`src/flash_seq_pkg.sv`:
```
// constants and carriers for the flash program/erase sequencer (host end)
// assumes a 20 MHz system clock and an AXI4-Lite master for software
// How it works
// flash is programmed 32 bytes per program pulse, never fewer
// a program group starts at a low address byte multiple of 0x20
// wait at least x us after write enable before sending program data
// flash latches address and data over 32 consecutive byte writes
// unused bytes of a group are written as 0xff
// watchdog runs before program setup, longer than y+z+alpha+beta
// set program setup, wait at least y us, then set program bit
// program pulse at most z us, length depends on loop count
// clear program bit, wait alpha, clear setup, stop watchdog
// program-verify: wait gamma, dummy write 0xff before each read
// verify read returns the latched word; wait epsilon after dummy write
// reprogram data is computed from verify data, kept apart
// after 32 bytes verified, leave verify, wait eta, finish or loop
// program and verify loop runs at most N times
// erase one block; block select at least x us after write enable
// watchdog runs before erase setup, longer than z ms plus waits
// set erase setup, wait at least y us, then set erase bit
// erase pulse at most z ms
// erase needs no preprogramming of the block to zeros
// clear erase, wait alpha, clear setup, stop watchdog, set verify
// erase-verify: dummy write, read; all ones moves on, else re-erase
// erase and verify loop runs at most N times
// flash array is unreadable during program or erase
// no program or erase while the write enable pin is low
// program or erase mode needs its setup bit set beforehand
package flash_seq_pkg;
	localparam int unsigned CLK_MHZ = 20;
	localparam int unsigned CYC_PER_US = CLK_MHZ;
	localparam int unsigned US_PER_MS = 1000;

	// own register map (byte addresses)
	localparam logic [7:0] OFF_CTRL = 8'h00;
	localparam logic [7:0] OFF_STATUS = 8'h04;
	localparam logic [7:0] OFF_ADDR = 8'h08;
	localparam logic [7:0] OFF_BLOCK = 8'h0c;
	localparam logic [7:0] OFF_ELEN = 8'h10;
	localparam logic [7:0] OFF_DATA = 8'h20;
	localparam logic [2:0] DATA_WORDS_HI = 3'h7;
	// control fields
	localparam int CTRL_START = 0;
	localparam int CTRL_ERASE = 1;
	localparam int CTRL_WE = 2;
	// status fields
	localparam int STAT_BUSY = 0;
	localparam int STAT_DONE = 1;
	localparam int STAT_FAIL = 2;
	localparam int STAT_LOOP = 8;
	localparam int STAT_STATE = 16;

	// device control image bit positions
	localparam int FC_WRITE = 0;
	localparam int FC_CLEAR = 1;
	localparam int FC_WRITE_VERIFY = 2;
	localparam int FC_CLEAR_VERIFY = 3;
	localparam int FC_WRITE_SETUP = 4;
	localparam int FC_CLEAR_SETUP = 5;
	localparam int FC_SW_ENABLE = 6;

	localparam int unsigned GROUP_BYTES = 32;
	localparam logic [7:0] FILL_BYTE = 8'hff;
	localparam logic [15:0] ERASED_WORD = 16'hffff;
	localparam logic [31:0] RESP_OKAY = 32'h0;

	typedef enum logic [1:0] {
		DEV_CTRL = 2'h0,
		DEV_BLOCK = 2'h1,
		DEV_WRITE = 2'h2,
		DEV_READ = 2'h3
	} dev_kind_t;

	typedef struct packed {
		logic valid;
		dev_kind_t kind;
		logic [19:0] addr;
		logic [15:0] data;
	} dev_req_t;

	typedef struct packed {
		logic awvalid;
		logic [7:0] awaddr;
		logic wvalid;
		logic [31:0] wdata;
		logic [3:0] wstrb;
		logic bready;
		logic arvalid;
		logic [7:0] araddr;
		logic rready;
	} axil_req_t;

	typedef struct packed {
		logic awready;
		logic wready;
		logic bvalid;
		logic [1:0] bresp;
		logic arready;
		logic rvalid;
		logic [31:0] rdata;
		logic [1:0] rresp;
	} axil_rsp_t;

	function automatic logic [31:0] us_to_cyc(input int unsigned us);
		logic [31:0] c;
		c = 32'(us * CYC_PER_US);
		return (c == 32'h0) ? 32'h1 : c;
	endfunction : us_to_cyc
endpackage : flash_seq_pkg

```
`src/flash_program_erase_sequencer.sv`:
```
// host sequencer: walks the flash through program/verify and erase/verify
// assumes the flash takes one request per valid cycle and answers reads
// later with dev_rvalid_i; software loads data and orders over AXI4-Lite
//
// Our own choices: the AXI4-Lite slave port and the address map.
`timescale 1ns/1ns
module flash_program_erase_sequencer #(
	parameter int unsigned T_X_US = 10,
	parameter int unsigned T_Y_US = 50,
	parameter int unsigned T_Z_US = 30,
	parameter int unsigned T_Z_LONG_US = 200,
	parameter int unsigned LOOPS_SHORT = 6,
	parameter int unsigned T_ZE_MS = 10,
	parameter int unsigned T_ALPHA_US = 10,
	parameter int unsigned T_BETA_US = 10,
	parameter int unsigned T_GAMMA_US = 20,
	parameter int unsigned T_EPS_US = 2,
	parameter int unsigned T_ETA_US = 100,
	parameter logic [7:0] MAX_LOOPS = 8'd100
) (
	input wire logic clk_sys_i,
	input wire logic sys_rst_i,
	input wire flash_seq_pkg::axil_req_t axi_req_i,
	output flash_seq_pkg::axil_rsp_t axi_rsp_o,
	output flash_seq_pkg::dev_req_t dev_req_o,
	input wire logic dev_rvalid_i,
	input wire logic [15:0] dev_rdata_i,
	output logic write_enable_pin_o,
	output logic watchdog_timer_run_o
);
	import flash_seq_pkg::*;

	localparam logic [31:0] CYC_X = us_to_cyc(T_X_US);
	localparam logic [31:0] CYC_Y = us_to_cyc(T_Y_US);
	localparam logic [31:0] CYC_Z = us_to_cyc(T_Z_US);
	localparam logic [31:0] CYC_ZL = us_to_cyc(T_Z_LONG_US);
	localparam logic [31:0] CYC_ZE = us_to_cyc(T_ZE_MS * US_PER_MS);
	localparam logic [31:0] CYC_ALPHA = us_to_cyc(T_ALPHA_US);
	localparam logic [31:0] CYC_BETA = us_to_cyc(T_BETA_US);
	localparam logic [31:0] CYC_GAMMA = us_to_cyc(T_GAMMA_US);
	localparam logic [31:0] CYC_EPS = us_to_cyc(T_EPS_US);
	localparam logic [31:0] CYC_ETA = us_to_cyc(T_ETA_US);

	// ==========================================================
	// state
	typedef enum logic [14:0] {
		ST_IDLE = 15'h0001,
		ST_SWE = 15'h0002,
		ST_BLK = 15'h0004,
		ST_XFER = 15'h0008,
		ST_SETUP = 15'h0010,
		ST_PULSE = 15'h0020,
		ST_UNPULSE = 15'h0040,
		ST_UNSETUP = 15'h0080,
		ST_VERIFY = 15'h0100,
		ST_VDUMMY = 15'h0200,
		ST_VREAD = 15'h0400,
		ST_VRESP = 15'h0800,
		ST_UNVERIFY = 15'h1000,
		ST_FINISH = 15'h2000,
		ST_WAIT = 15'h4000
	} state_t;

	typedef struct packed {
		state_t st;
		state_t ret;
		logic [31:0] wait_cnt;
		logic [15:0] idx;
		logic [7:0] loops;
		logic erase;
		logic need;
		logic done;
		logic fail;
		logic write_enable_pin;
		logic wdt;
		logic [7:0] fctl;
		logic [19:0] base;
		logic [7:0] blocks;
		logic [15:0] elen;
		logic [GROUP_BYTES-1:0][7:0] prog;
		logic [GROUP_BYTES-1:0][7:0] reprog;
		logic aw_have;
		logic [7:0] awaddr;
		logic w_have;
		logic [31:0] wdata;
		logic [3:0] wstrb;
		dev_req_t dev;
		axil_rsp_t rsp;
	} seq_t;

	seq_t r;
	seq_t next_r;

	assign axi_rsp_o = r.rsp;
	assign dev_req_o = r.dev;
	assign write_enable_pin_o = r.write_enable_pin;
	assign watchdog_timer_run_o = r.wdt;

	function automatic seq_t ctl_then_wait(input seq_t s, input logic [7:0] f,
			input logic [31:0] n, input state_t nxt);
		s.fctl = f;
		s.dev.valid = 1'b1;
		s.dev.kind = DEV_CTRL;
		s.dev.data = {8'h00, f};
		s.wait_cnt = n;
		s.ret = nxt;
		s.st = ST_WAIT;
		return s;
	endfunction : ctl_then_wait

	// ==========================================================
	// next state
	always_comb begin
		logic [7:0] f;
		logic [4:0] b;
		logic [7:0] vb;
		logic last;
		f = r.fctl;
		b = 5'h0;
		vb = 8'h00;
		last = 1'b0;
		next_r = r;
		next_r.dev.valid = 1'b0;

		// bus slave: address and data taken in either order
		if (r.rsp.awready && axi_req_i.awvalid) begin
			next_r.aw_have = 1'b1;
			next_r.awaddr = axi_req_i.awaddr;
		end
		if (r.rsp.wready && axi_req_i.wvalid) begin
			next_r.w_have = 1'b1;
			next_r.wdata = axi_req_i.wdata;
			next_r.wstrb = axi_req_i.wstrb;
		end
		if (r.rsp.bvalid && axi_req_i.bready)
			next_r.rsp.bvalid = 1'b0;
		if (next_r.aw_have && next_r.w_have && !r.rsp.bvalid) begin
			next_r.aw_have = 1'b0;
			next_r.w_have = 1'b0;
			next_r.rsp.bvalid = 1'b1;
			next_r.rsp.bresp = 2'h0;
			case (next_r.awaddr)
			OFF_CTRL: begin
				next_r.write_enable_pin = next_r.wdata[CTRL_WE];
				// start only when idle and the enable pin is raised
				if (next_r.wdata[CTRL_START] && r.st == ST_IDLE &&
						r.write_enable_pin) begin
					next_r.erase = next_r.wdata[CTRL_ERASE];
					next_r.reprog = r.prog;
					next_r.loops = 8'h00;
					next_r.idx = 16'h0000;
					next_r.need = 1'b0;
					next_r.st = ST_SWE;
				end
			end
			OFF_STATUS: begin
				if (next_r.wdata[STAT_DONE])
					next_r.done = 1'b0;
				if (next_r.wdata[STAT_FAIL])
					next_r.fail = 1'b0;
			end
			OFF_ADDR: next_r.base = {next_r.wdata[19:5], 5'h00};
			OFF_BLOCK: next_r.blocks = next_r.wdata[7:0];
			OFF_ELEN: next_r.elen = next_r.wdata[15:0];
			default: begin
				if (next_r.awaddr[7:5] == OFF_DATA[7:5]) begin
					for (int i = 0; i < 4; i++) begin
						if (next_r.wstrb[i])
							next_r.prog[{next_r.awaddr[4:2], 2'(i)}] =
								next_r.wdata[i*8 +: 8];
					end
				end
			end
			endcase
		end
		next_r.rsp.awready = !next_r.aw_have && !next_r.rsp.bvalid;
		next_r.rsp.wready = !next_r.w_have && !next_r.rsp.bvalid;

		if (r.rsp.rvalid && axi_req_i.rready)
			next_r.rsp.rvalid = 1'b0;
		if (r.rsp.arready && axi_req_i.arvalid) begin
			next_r.rsp.rvalid = 1'b1;
			next_r.rsp.rresp = 2'h0;
			next_r.rsp.rdata = RESP_OKAY;
			case (axi_req_i.araddr)
			OFF_CTRL: next_r.rsp.rdata[CTRL_WE] = r.write_enable_pin;
			OFF_STATUS: begin
				next_r.rsp.rdata[STAT_BUSY] = (r.st != ST_IDLE);
				next_r.rsp.rdata[STAT_DONE] = r.done;
				next_r.rsp.rdata[STAT_FAIL] = r.fail;
				next_r.rsp.rdata[STAT_LOOP +: 8] = r.loops;
				next_r.rsp.rdata[STAT_STATE +: 15] = r.st;
			end
			OFF_ADDR: next_r.rsp.rdata[19:0] = r.base;
			OFF_BLOCK: next_r.rsp.rdata[7:0] = r.blocks;
			OFF_ELEN: next_r.rsp.rdata[15:0] = r.elen;
			default: begin
				if (axi_req_i.araddr[7:5] == OFF_DATA[7:5])
					next_r.rsp.rdata = r.prog[axi_req_i.araddr[4:2] * 4 +: 4];
			end
			endcase
		end
		next_r.rsp.arready = !next_r.rsp.rvalid;

		// ======================================================
		// sequencer
		case (r.st)
		ST_IDLE: begin
		end
		ST_WAIT: begin
			if (r.wait_cnt <= 32'h1)
				next_r.st = r.ret;
			else
				next_r.wait_cnt = r.wait_cnt - 32'h1;
		end
		ST_SWE: begin
			f = 8'h00;
			f[FC_SW_ENABLE] = 1'b1;
			next_r = ctl_then_wait(next_r, f, CYC_X,
				r.erase ? ST_BLK : ST_XFER);
		end
		ST_BLK: begin
			next_r.dev.valid = 1'b1;
			next_r.dev.kind = DEV_BLOCK;
			next_r.dev.data = {8'h00, r.blocks};
			next_r.st = ST_SETUP;
		end
		ST_XFER: begin
			// whole group every time; unused bytes hold 0xff
			b = r.idx[4:0];
			next_r.dev.valid = 1'b1;
			next_r.dev.kind = DEV_WRITE;
			next_r.dev.addr = r.base | {15'h0, b};
			next_r.dev.data = {8'h00, r.reprog[b]};
			next_r.idx = r.idx + 16'h1;
			if (b == 5'h1f) begin
				next_r.idx = 16'h0000;
				next_r.st = ST_SETUP;
			end
		end
		ST_SETUP: begin
			next_r.wdt = 1'b1;
			f[r.erase ? FC_CLEAR_SETUP : FC_WRITE_SETUP] = 1'b1;
			next_r = ctl_then_wait(next_r, f, CYC_Y, ST_PULSE);
		end
		ST_PULSE: begin
			// mode bit only follows its setup bit
			f[r.erase ? FC_CLEAR : FC_WRITE] = 1'b1;
			next_r = ctl_then_wait(next_r, f,
				r.erase ? CYC_ZE :
				((32'(r.loops) < LOOPS_SHORT) ? CYC_Z : CYC_ZL),
				ST_UNPULSE);
		end
		ST_UNPULSE: begin
			f[FC_WRITE] = 1'b0;
			f[FC_CLEAR] = 1'b0;
			next_r = ctl_then_wait(next_r, f, CYC_ALPHA,
				ST_UNSETUP);
		end
		ST_UNSETUP: begin
			f[FC_WRITE_SETUP] = 1'b0;
			f[FC_CLEAR_SETUP] = 1'b0;
			next_r.wdt = 1'b0;
			next_r = ctl_then_wait(next_r, f, CYC_BETA, ST_VERIFY);
		end
		ST_VERIFY: begin
			f[r.erase ? FC_CLEAR_VERIFY : FC_WRITE_VERIFY] = 1'b1;
			next_r.idx = 16'h0000;
			next_r.need = 1'b0;
			next_r = ctl_then_wait(next_r, f, CYC_GAMMA,
				ST_VDUMMY);
		end
		ST_VDUMMY: begin
			next_r.dev.valid = 1'b1;
			next_r.dev.kind = DEV_WRITE;
			next_r.dev.addr = r.base + {r.idx[14:0], 5'h00} / 20'd16;
			next_r.dev.data = {8'h00, FILL_BYTE};
			next_r.wait_cnt = CYC_EPS;
			next_r.ret = ST_VREAD;
			next_r.st = ST_WAIT;
		end
		ST_VREAD: begin
			next_r.dev.valid = 1'b1;
			next_r.dev.kind = DEV_READ;
			next_r.st = ST_VRESP;
		end
		ST_VRESP: begin
			if (dev_rvalid_i) begin
				if (r.erase) begin
					last = (r.idx + 16'h1 >= r.elen);
					if (dev_rdata_i != ERASED_WORD) begin
						next_r.need = 1'b1;
						last = 1'b1;
					end
				end else begin
					// even byte in the high half of the word
					last = (r.idx[3:0] == 4'hf);
					b = {r.idx[3:0], 1'b0};
					vb = r.prog[b] | ~dev_rdata_i[15:8];
					next_r.reprog[b] = vb;
					if (vb != FILL_BYTE)
						next_r.need = 1'b1;
					vb = r.prog[b | 5'h1] | ~dev_rdata_i[7:0];
					next_r.reprog[b | 5'h1] = vb;
					if (vb != FILL_BYTE)
						next_r.need = 1'b1;
				end
				next_r.idx = r.idx + 16'h1;
				next_r.st = last ? ST_UNVERIFY : ST_VDUMMY;
			end
		end
		ST_UNVERIFY: begin
			f[FC_WRITE_VERIFY] = 1'b0;
			f[FC_CLEAR_VERIFY] = 1'b0;
			next_r = ctl_then_wait(next_r, f, CYC_ETA, ST_FINISH);
		end
		ST_FINISH: begin
			next_r.idx = 16'h0000;
			if (r.need && r.loops + 8'h1 < MAX_LOOPS) begin
				next_r.loops = r.loops + 8'h1;
				next_r.st = r.erase ? ST_SETUP : ST_XFER;
			end else begin
				f = 8'h00;
				next_r = ctl_then_wait(next_r, f, 32'h1, ST_IDLE);
				next_r.loops = r.loops + 8'h1;
				// set wins over a clear in the same cycle
				if (r.need)
					next_r.fail = 1'b1;
				else
					next_r.done = 1'b1;
			end
		end
		default: next_r.st = ST_IDLE;
		endcase

		// dropped enable aborts; the device protects itself too
		if (!next_r.write_enable_pin && r.st != ST_IDLE) begin
			next_r.st = ST_IDLE;
			next_r.fctl = 8'h00;
			next_r.wdt = 1'b0;
			next_r.fail = 1'b1;
		end
		if (r.erase)
			next_r.dev.addr = (r.st == ST_VDUMMY || r.st == ST_VREAD) ?
				r.base + {3'h0, r.idx, 1'b0} : next_r.dev.addr;
		else if (r.st == ST_VDUMMY || r.st == ST_VREAD)
			next_r.dev.addr = r.base | {15'h0, r.idx[3:0], 1'b0};
	end

	always_ff @(posedge clk_sys_i) begin
		if (sys_rst_i) begin
			r <= '0;
			// unloaded program bytes stay at the erased level
			r.prog <= '1;
			r.reprog <= '1;
			r.st <= ST_IDLE;
			r.ret <= ST_IDLE;
		end else begin
			r <= next_r;
		end
	end
endmodule : flash_program_erase_sequencer

```
`config.mk`:
```
export PLATFORM = sky130hd
export DESIGN_NAME = flash_program_erase_sequencer
export DESIGN_NICKNAME = d
export VERILOG_FILES = /design/src/flash_seq_pkg.sv /design/src/flash_program_erase_sequencer.sv
export SDC_FILE = /design/constraint.sdc
export NUM_CORES = 2
export LEC_CHECK = 0
export ABC_AREA = 1
export BUFFER_PORTS_ARGS = -buffer_cell sky130_fd_sc_hd__buf_2
export CAP_MARGIN = 40
export CORE_ASPECT_RATIO = 1.5
export CORE_MARGIN = 10
export CORE_UTILIZATION = 65
export CTS_CLUSTER_DIAMETER = 60
export CTS_CLUSTER_SIZE = 24
export DETAILED_ROUTE_END_ITERATION = 10
export PLACE_DENSITY = 0.84
export SLEW_MARGIN = 40
export SYNTH_ARGS = -nofsm -noshare
export SYNTH_HDL_FRONTEND = slang
export SYNTH_SLANG_ARGS = --single-unit
```
`constraint.sdc`:
```
create_clock -name clk_sys_i -period 5 [get_ports clk_sys_i]
set_input_delay 0.5 -clock clk_sys_i [delete_from_list [all_inputs] [get_ports clk_sys_i]]
set_output_delay 0.5 -clock clk_sys_i [all_outputs]
set_load 0.02 [all_outputs]
```
[Yosys cells after proc, flatten, opt, wreduce, memory -nomap -nowiden]
Index checks and enable logic that the tools add are counted.
Cells by class
  $add $sub $neg: 5
  $lt $le $gt $ge: 23
  equal/unequal tests: 33
  shifts and indexed selects: 8
  muxes and demuxes: 123
  bitwise gates (word level): 16
  reductions and logical operators: 64
Operators by type and width (count)
  $mux 256: 19
  $pmux 312 s8: 1
  $bwmux 256: 6
  $mux 694: 1
  $mux 557: 1
  $pmux 256 s2: 1
  $pmux 32 s8: 1
  $shiftx 32x6->4: 8
  $pmux 16 s11: 1
  $pmux 15 s9: 1
  $pmux 15 s8: 1
  $mux 15: 7
  $demux 8 s3: 4
  $mux 20: 4
  $mux 8: 10
  $bmux 8 s4: 2
  $demux 8 s4: 2
  $mux 32: 2
  $pmux 16 s4: 1
  $mux 63: 1
  $pmux 20 s3: 1
  $mux 26: 2
  $mux 16: 3
  $mux 46: 1
  other kinds (90): 191
Storage, ports and cells
  register bits: 782
  bits of input ports: 76
  output and inout bits: 82
  word-level logic and storage cells: 371

[Longest topological paths before layout]
  depth after elaboration: 33
  depth in mapped cells: 20
  depth with buffers taken out: 20

[Least setup slack after synthesis]
OpenSTA, ideal clock, no wires.
  path kind: register to register
  start: register r[704] (netlist bit)
  end: register r[776] (netlist bit)
  setup time: 117 ps
  data arrival time: 2641 ps
  required time: 4883 ps
  path slack: 2242 ps
  cell stages (with the launch flop): 20
  path buffers: 0
  clock period less this slack: 2758 ps
  cell sequence: dfxtp_1 -> ha_1 -> inv_1 -> nor2_1 -> nand4_1 -> nor3_1 -> nand3_1 -> nor2_1 -> xnor2_1 -> inv_1 -> ha_1 -> nand2_1 -> inv_1 -> nand3_1 -> nor3_1 -> nand3_1 -> nand4_1 -> nand2_1 -> nand4_1 -> a21oi_1
Between the ends
  word-level cells in the longest chain between the ends: 9
  elaborated cells on any way between the ends: 12
  those cells by class: 1 x add/sub; 1 x order compare; 2 x eq/ne; 8 x mux
RTL lines
  start, declared: line flash_program_erase_sequencer.sv:91  | seq_t r;
  start signal, assigned: line flash_program_erase_sequencer.sv:359  | r <= next_r;
  $add 16x1->16: line flash_program_erase_sequencer.sv:290  | last = (r.idx + 16'h1 >= r.elen);
  $ge 16x16->1: line flash_program_erase_sequencer.sv:290
  $mux 1: line flash_program_erase_sequencer.sv:291  | if (dev_rdata_i != ERASED_WORD) begin
  $mux 1: line flash_program_erase_sequencer.sv:289  | if (r.erase) begin
  $mux 1: line flash_program_erase_sequencer.sv:288  | if (dev_rvalid_i) begin
  $mux 1: line flash_program_erase_sequencer.sv:207  | case (r.st)
  $mux 13: line flash_program_erase_sequencer.sv:309  | next_r.st = last ? ST_UNVERIFY : ST_VDUMMY;
  $mux 15: line flash_program_erase_sequencer.sv:288
  $pmux 15 s8 *: line flash_program_erase_sequencer.sv:207
Every way passes the cells marked *; elsewhere a longest branch is shown, timed or not. The select of a mux whose other input is x is not followed.
A chain may end at the register's enable or synchronous reset.

[Worst setup path in the final report]
  start: register r[705] (netlist bit)
  end: register r[779] (netlist bit)
The elaborated chain is that of the path after synthesis.

==> metrics.txt <==
# Post-CTS Setup Buffers=0; count leader, synth=nand2_1; Die Y=approximately 330 um; LEAKAGE=about 0.020 uW; Synth Register Bits=about 760; I/O pin cnt=~160; # hold bufs at CTS=0; pwr dens=~260 mW/mm2; ys async rst share=0; number of DRC markers in iteration 0=7462; Least-Margin Pin Slew=1060 ps; Final Max Slew Viols=0; Reg2Reg Depth=15; vias in the first global route=39777; largest net degree at the start of global routing=around 170; site row count=112; core area=0.0624 mm2; Yosys top cell area share=0.371; initial antenna violation count=15; run status=completed; crit path kind=flop to flop; Setup TNS=0 ps; # Max-Cap Violations=0; H-tree lvl count=2; DR vias/cell=between 6 and 7; worst vdd ir=~0.00033 V; worst path arrival time=4390 ps; RD Place Congestion=between 1 and 1.5; CTS tree=built; Routed Wire Length=about 180000 um; post-DP HPWL=116000 um; R2R Path Start=r[705]$_SDFF_PP0_; Initial Util=0.656; Setup Skew=roughly 29 ps; Final ANT Viol Nets=0; global-route wire length before repair=~260000 um; top post-synthesis cells by area=dfxtp_1 37%, o211ai_1 11%, nand2_1 11%, o21ai_0 6.0%, a21oi_1 5.3%; most common library cells after synthesis=1186 x nand2_1, 759 x dfxtp_1, 595 x o211ai_1; total die area=approximately 0.074 mm2; dpl cell area=around 0.041 mm2; Worst Hold Launch=axi_req_i[49]; Final Setup Violations=0; clock root buffer=clkbuf_16; Slew HR=0.284; Clock Latency Late Sink=between 600 and 700 ps; critical path launch point type=flop; Synth cell types=between 50 and 60; WL/cell=27.8 um; Area Growth Syn to Fin=5.30%; Clock Tree Buf Depth=3; fmax=around 260 MHz; leading area contributor after synthesis=dfxtp_1; HP Class=primary input to flop; prevailing post-synth register cell=dfxtp_1; chip width=between 200 and 250 um; Final Cycle Share=0.771; reg2reg end=r[779]$_SDFF_PP0_; minimum clock period=3850 ps; routed vias=43958; Hold Path Sink=r[118]$_SDFF_PP0_; Final Hold Vio Count=0; gr usage total=0.468; PortBufs=between 100 and 150; worst reg2reg setup slack=roughly 1100 ps; TritonCTS buffer count=44; number of enable flip-flop cells after synthesis=0; Sink Count=roughly 760; post-route cell area=0.0431 mm2; synthesized area per cell=roughly 7.1 um2; YS warnings=0; layout cells sized above 1=0.105; worst hold path depth=3; post-CTS sizing=0; Crit path required time=5530 ps; Nets=~5700; post-synthesis sequential area ratio=0.371; Worst setup EP type=flop; post-synth design cell area=between 0.04 and 0.05 mm2; clock transition at the registers of the reported paths=100 ps; Mapped Cells=between 5000 and 6000; Remaining Overflow, GRT=0; DRC viols=0; CP Max Fanout=31; drt pass-1 iters=7; RSZ-0062 raised after global routing=no
-- cells by family after synthesis --
kind of cell             synth area share
AO/OA/AOI/OAI                       0.280
flip-flops                          0.371
other                           0.0000917
AND/OR/NAND/NOR                     0.213
buffers and inverters               0.107
multiplexers                      0.00563
XOR/XNOR                           0.0113
adder cells (fa/ha/maj)            0.0115
-- flip-flops by register name, indices dropped and copies added, names as in the netlist --
register	cells
axi_rsp_o	37
dev_req_o	31
r	689
watchdog_timer_run_o	1
write_enable_pin_o	1
-- worst max path at each step --
stage | endpoint | from | slack [ps]
floorplan | r[776]$_SDFF_PP0_ | r[704]$_SDFF_PP0_ | 2240
global placement | r[307]$_SDFF_PP1_ | axi_req_i[47] | 1400
detailed placement | r[307]$_SDFF_PP1_ | axi_req_i[47] | 1250
CTS | r[307]$_SDFF_PP1_ | r[776]$_SDFF_PP0_ | 1490
global route | r[776]$_SDFF_PP0_ | r[706]$_SDFF_PP0_ | 1040
finish | r[779]$_SDFF_PP0_ | r[705]$_SDFF_PP0_ | 1150
-- per-layer routing --
layer	share of wire	track usage	vias to the layer above
met5	0.00068	0	-
met2	0.42	0.690	3599
met4	0.11	0.430	20
met3	0.14	0.177	1150
met1	0.33	0.514	20033
li1	-	-	19156
-- per-stage QoR --
stage | worst slack, ps | cells | util | total power, uW | hold slack (ps)
floorplan | 2240 | 5738 | - | 6700 | 423
global placement | 1400 | 6285 | 0.661 | 7070 | 433
detailed placement | 1250 | 6287 | 0.664 | 7090 | 436
CTS | 1490 | 6363 | 0.688 | 11200 | 117
global route | 1040 | 6367 | 0.690 | 11500 | 145
finish | 1150 | 6377 | 0.691 | 11300 | 111
-- critical path: stages, from the launching register on --
cell and delay (ps):
dfxtp_4 360, buf_4 400, inv_4 120, nor3_4 280, nand3_1 400, nor4_1 460, xor2_1 240, ha_1 280
a21oi_1 150, o21ai_0 100, a21oi_1 140, nand4_1 370, nand2_1 230, nand3_1 90, nand2_1 60, nor2_1 30
-- final cells by class --
cell class / instances / area, um2
Sequential cell: 759 / 15200
Timing Repair Buffer: 263 / 1780
Inverter: 508 / 1930
Multi-Input combinational cell: 3963 / 21600
Clock inverter: 26 / 339
Antenna cell: 10 / 25.0
Tap cell: 798 / 998
Clock buffer: 50 / 1150
Fill cell: 5507 / 19300
-- report_power, final --
group	total [uW]	internal [uW]	switching (uW)
clock	4300	1940	2360
combinational	933	203	730
sequential	6110	6090	23.7
-- cells in the final DEF (no fill, tap or decap), types with 36 or more instances in the layout --
cell type     n
ha_1         36
or2_2        51
nand4_1      52
nand2_1    1170
nand3_1     255
buf_4       103
xor2_1       42
a21oi_1     437
dfxtp_1     757
nor2_1      377
o211ai_2     94
inv_1       481
buf_2       144
o211ai_1    595
or2_0        50
clkbuf_16    45
o21ai_0     475
o22ai_1      58
Power figures use the tool's default switching activity.
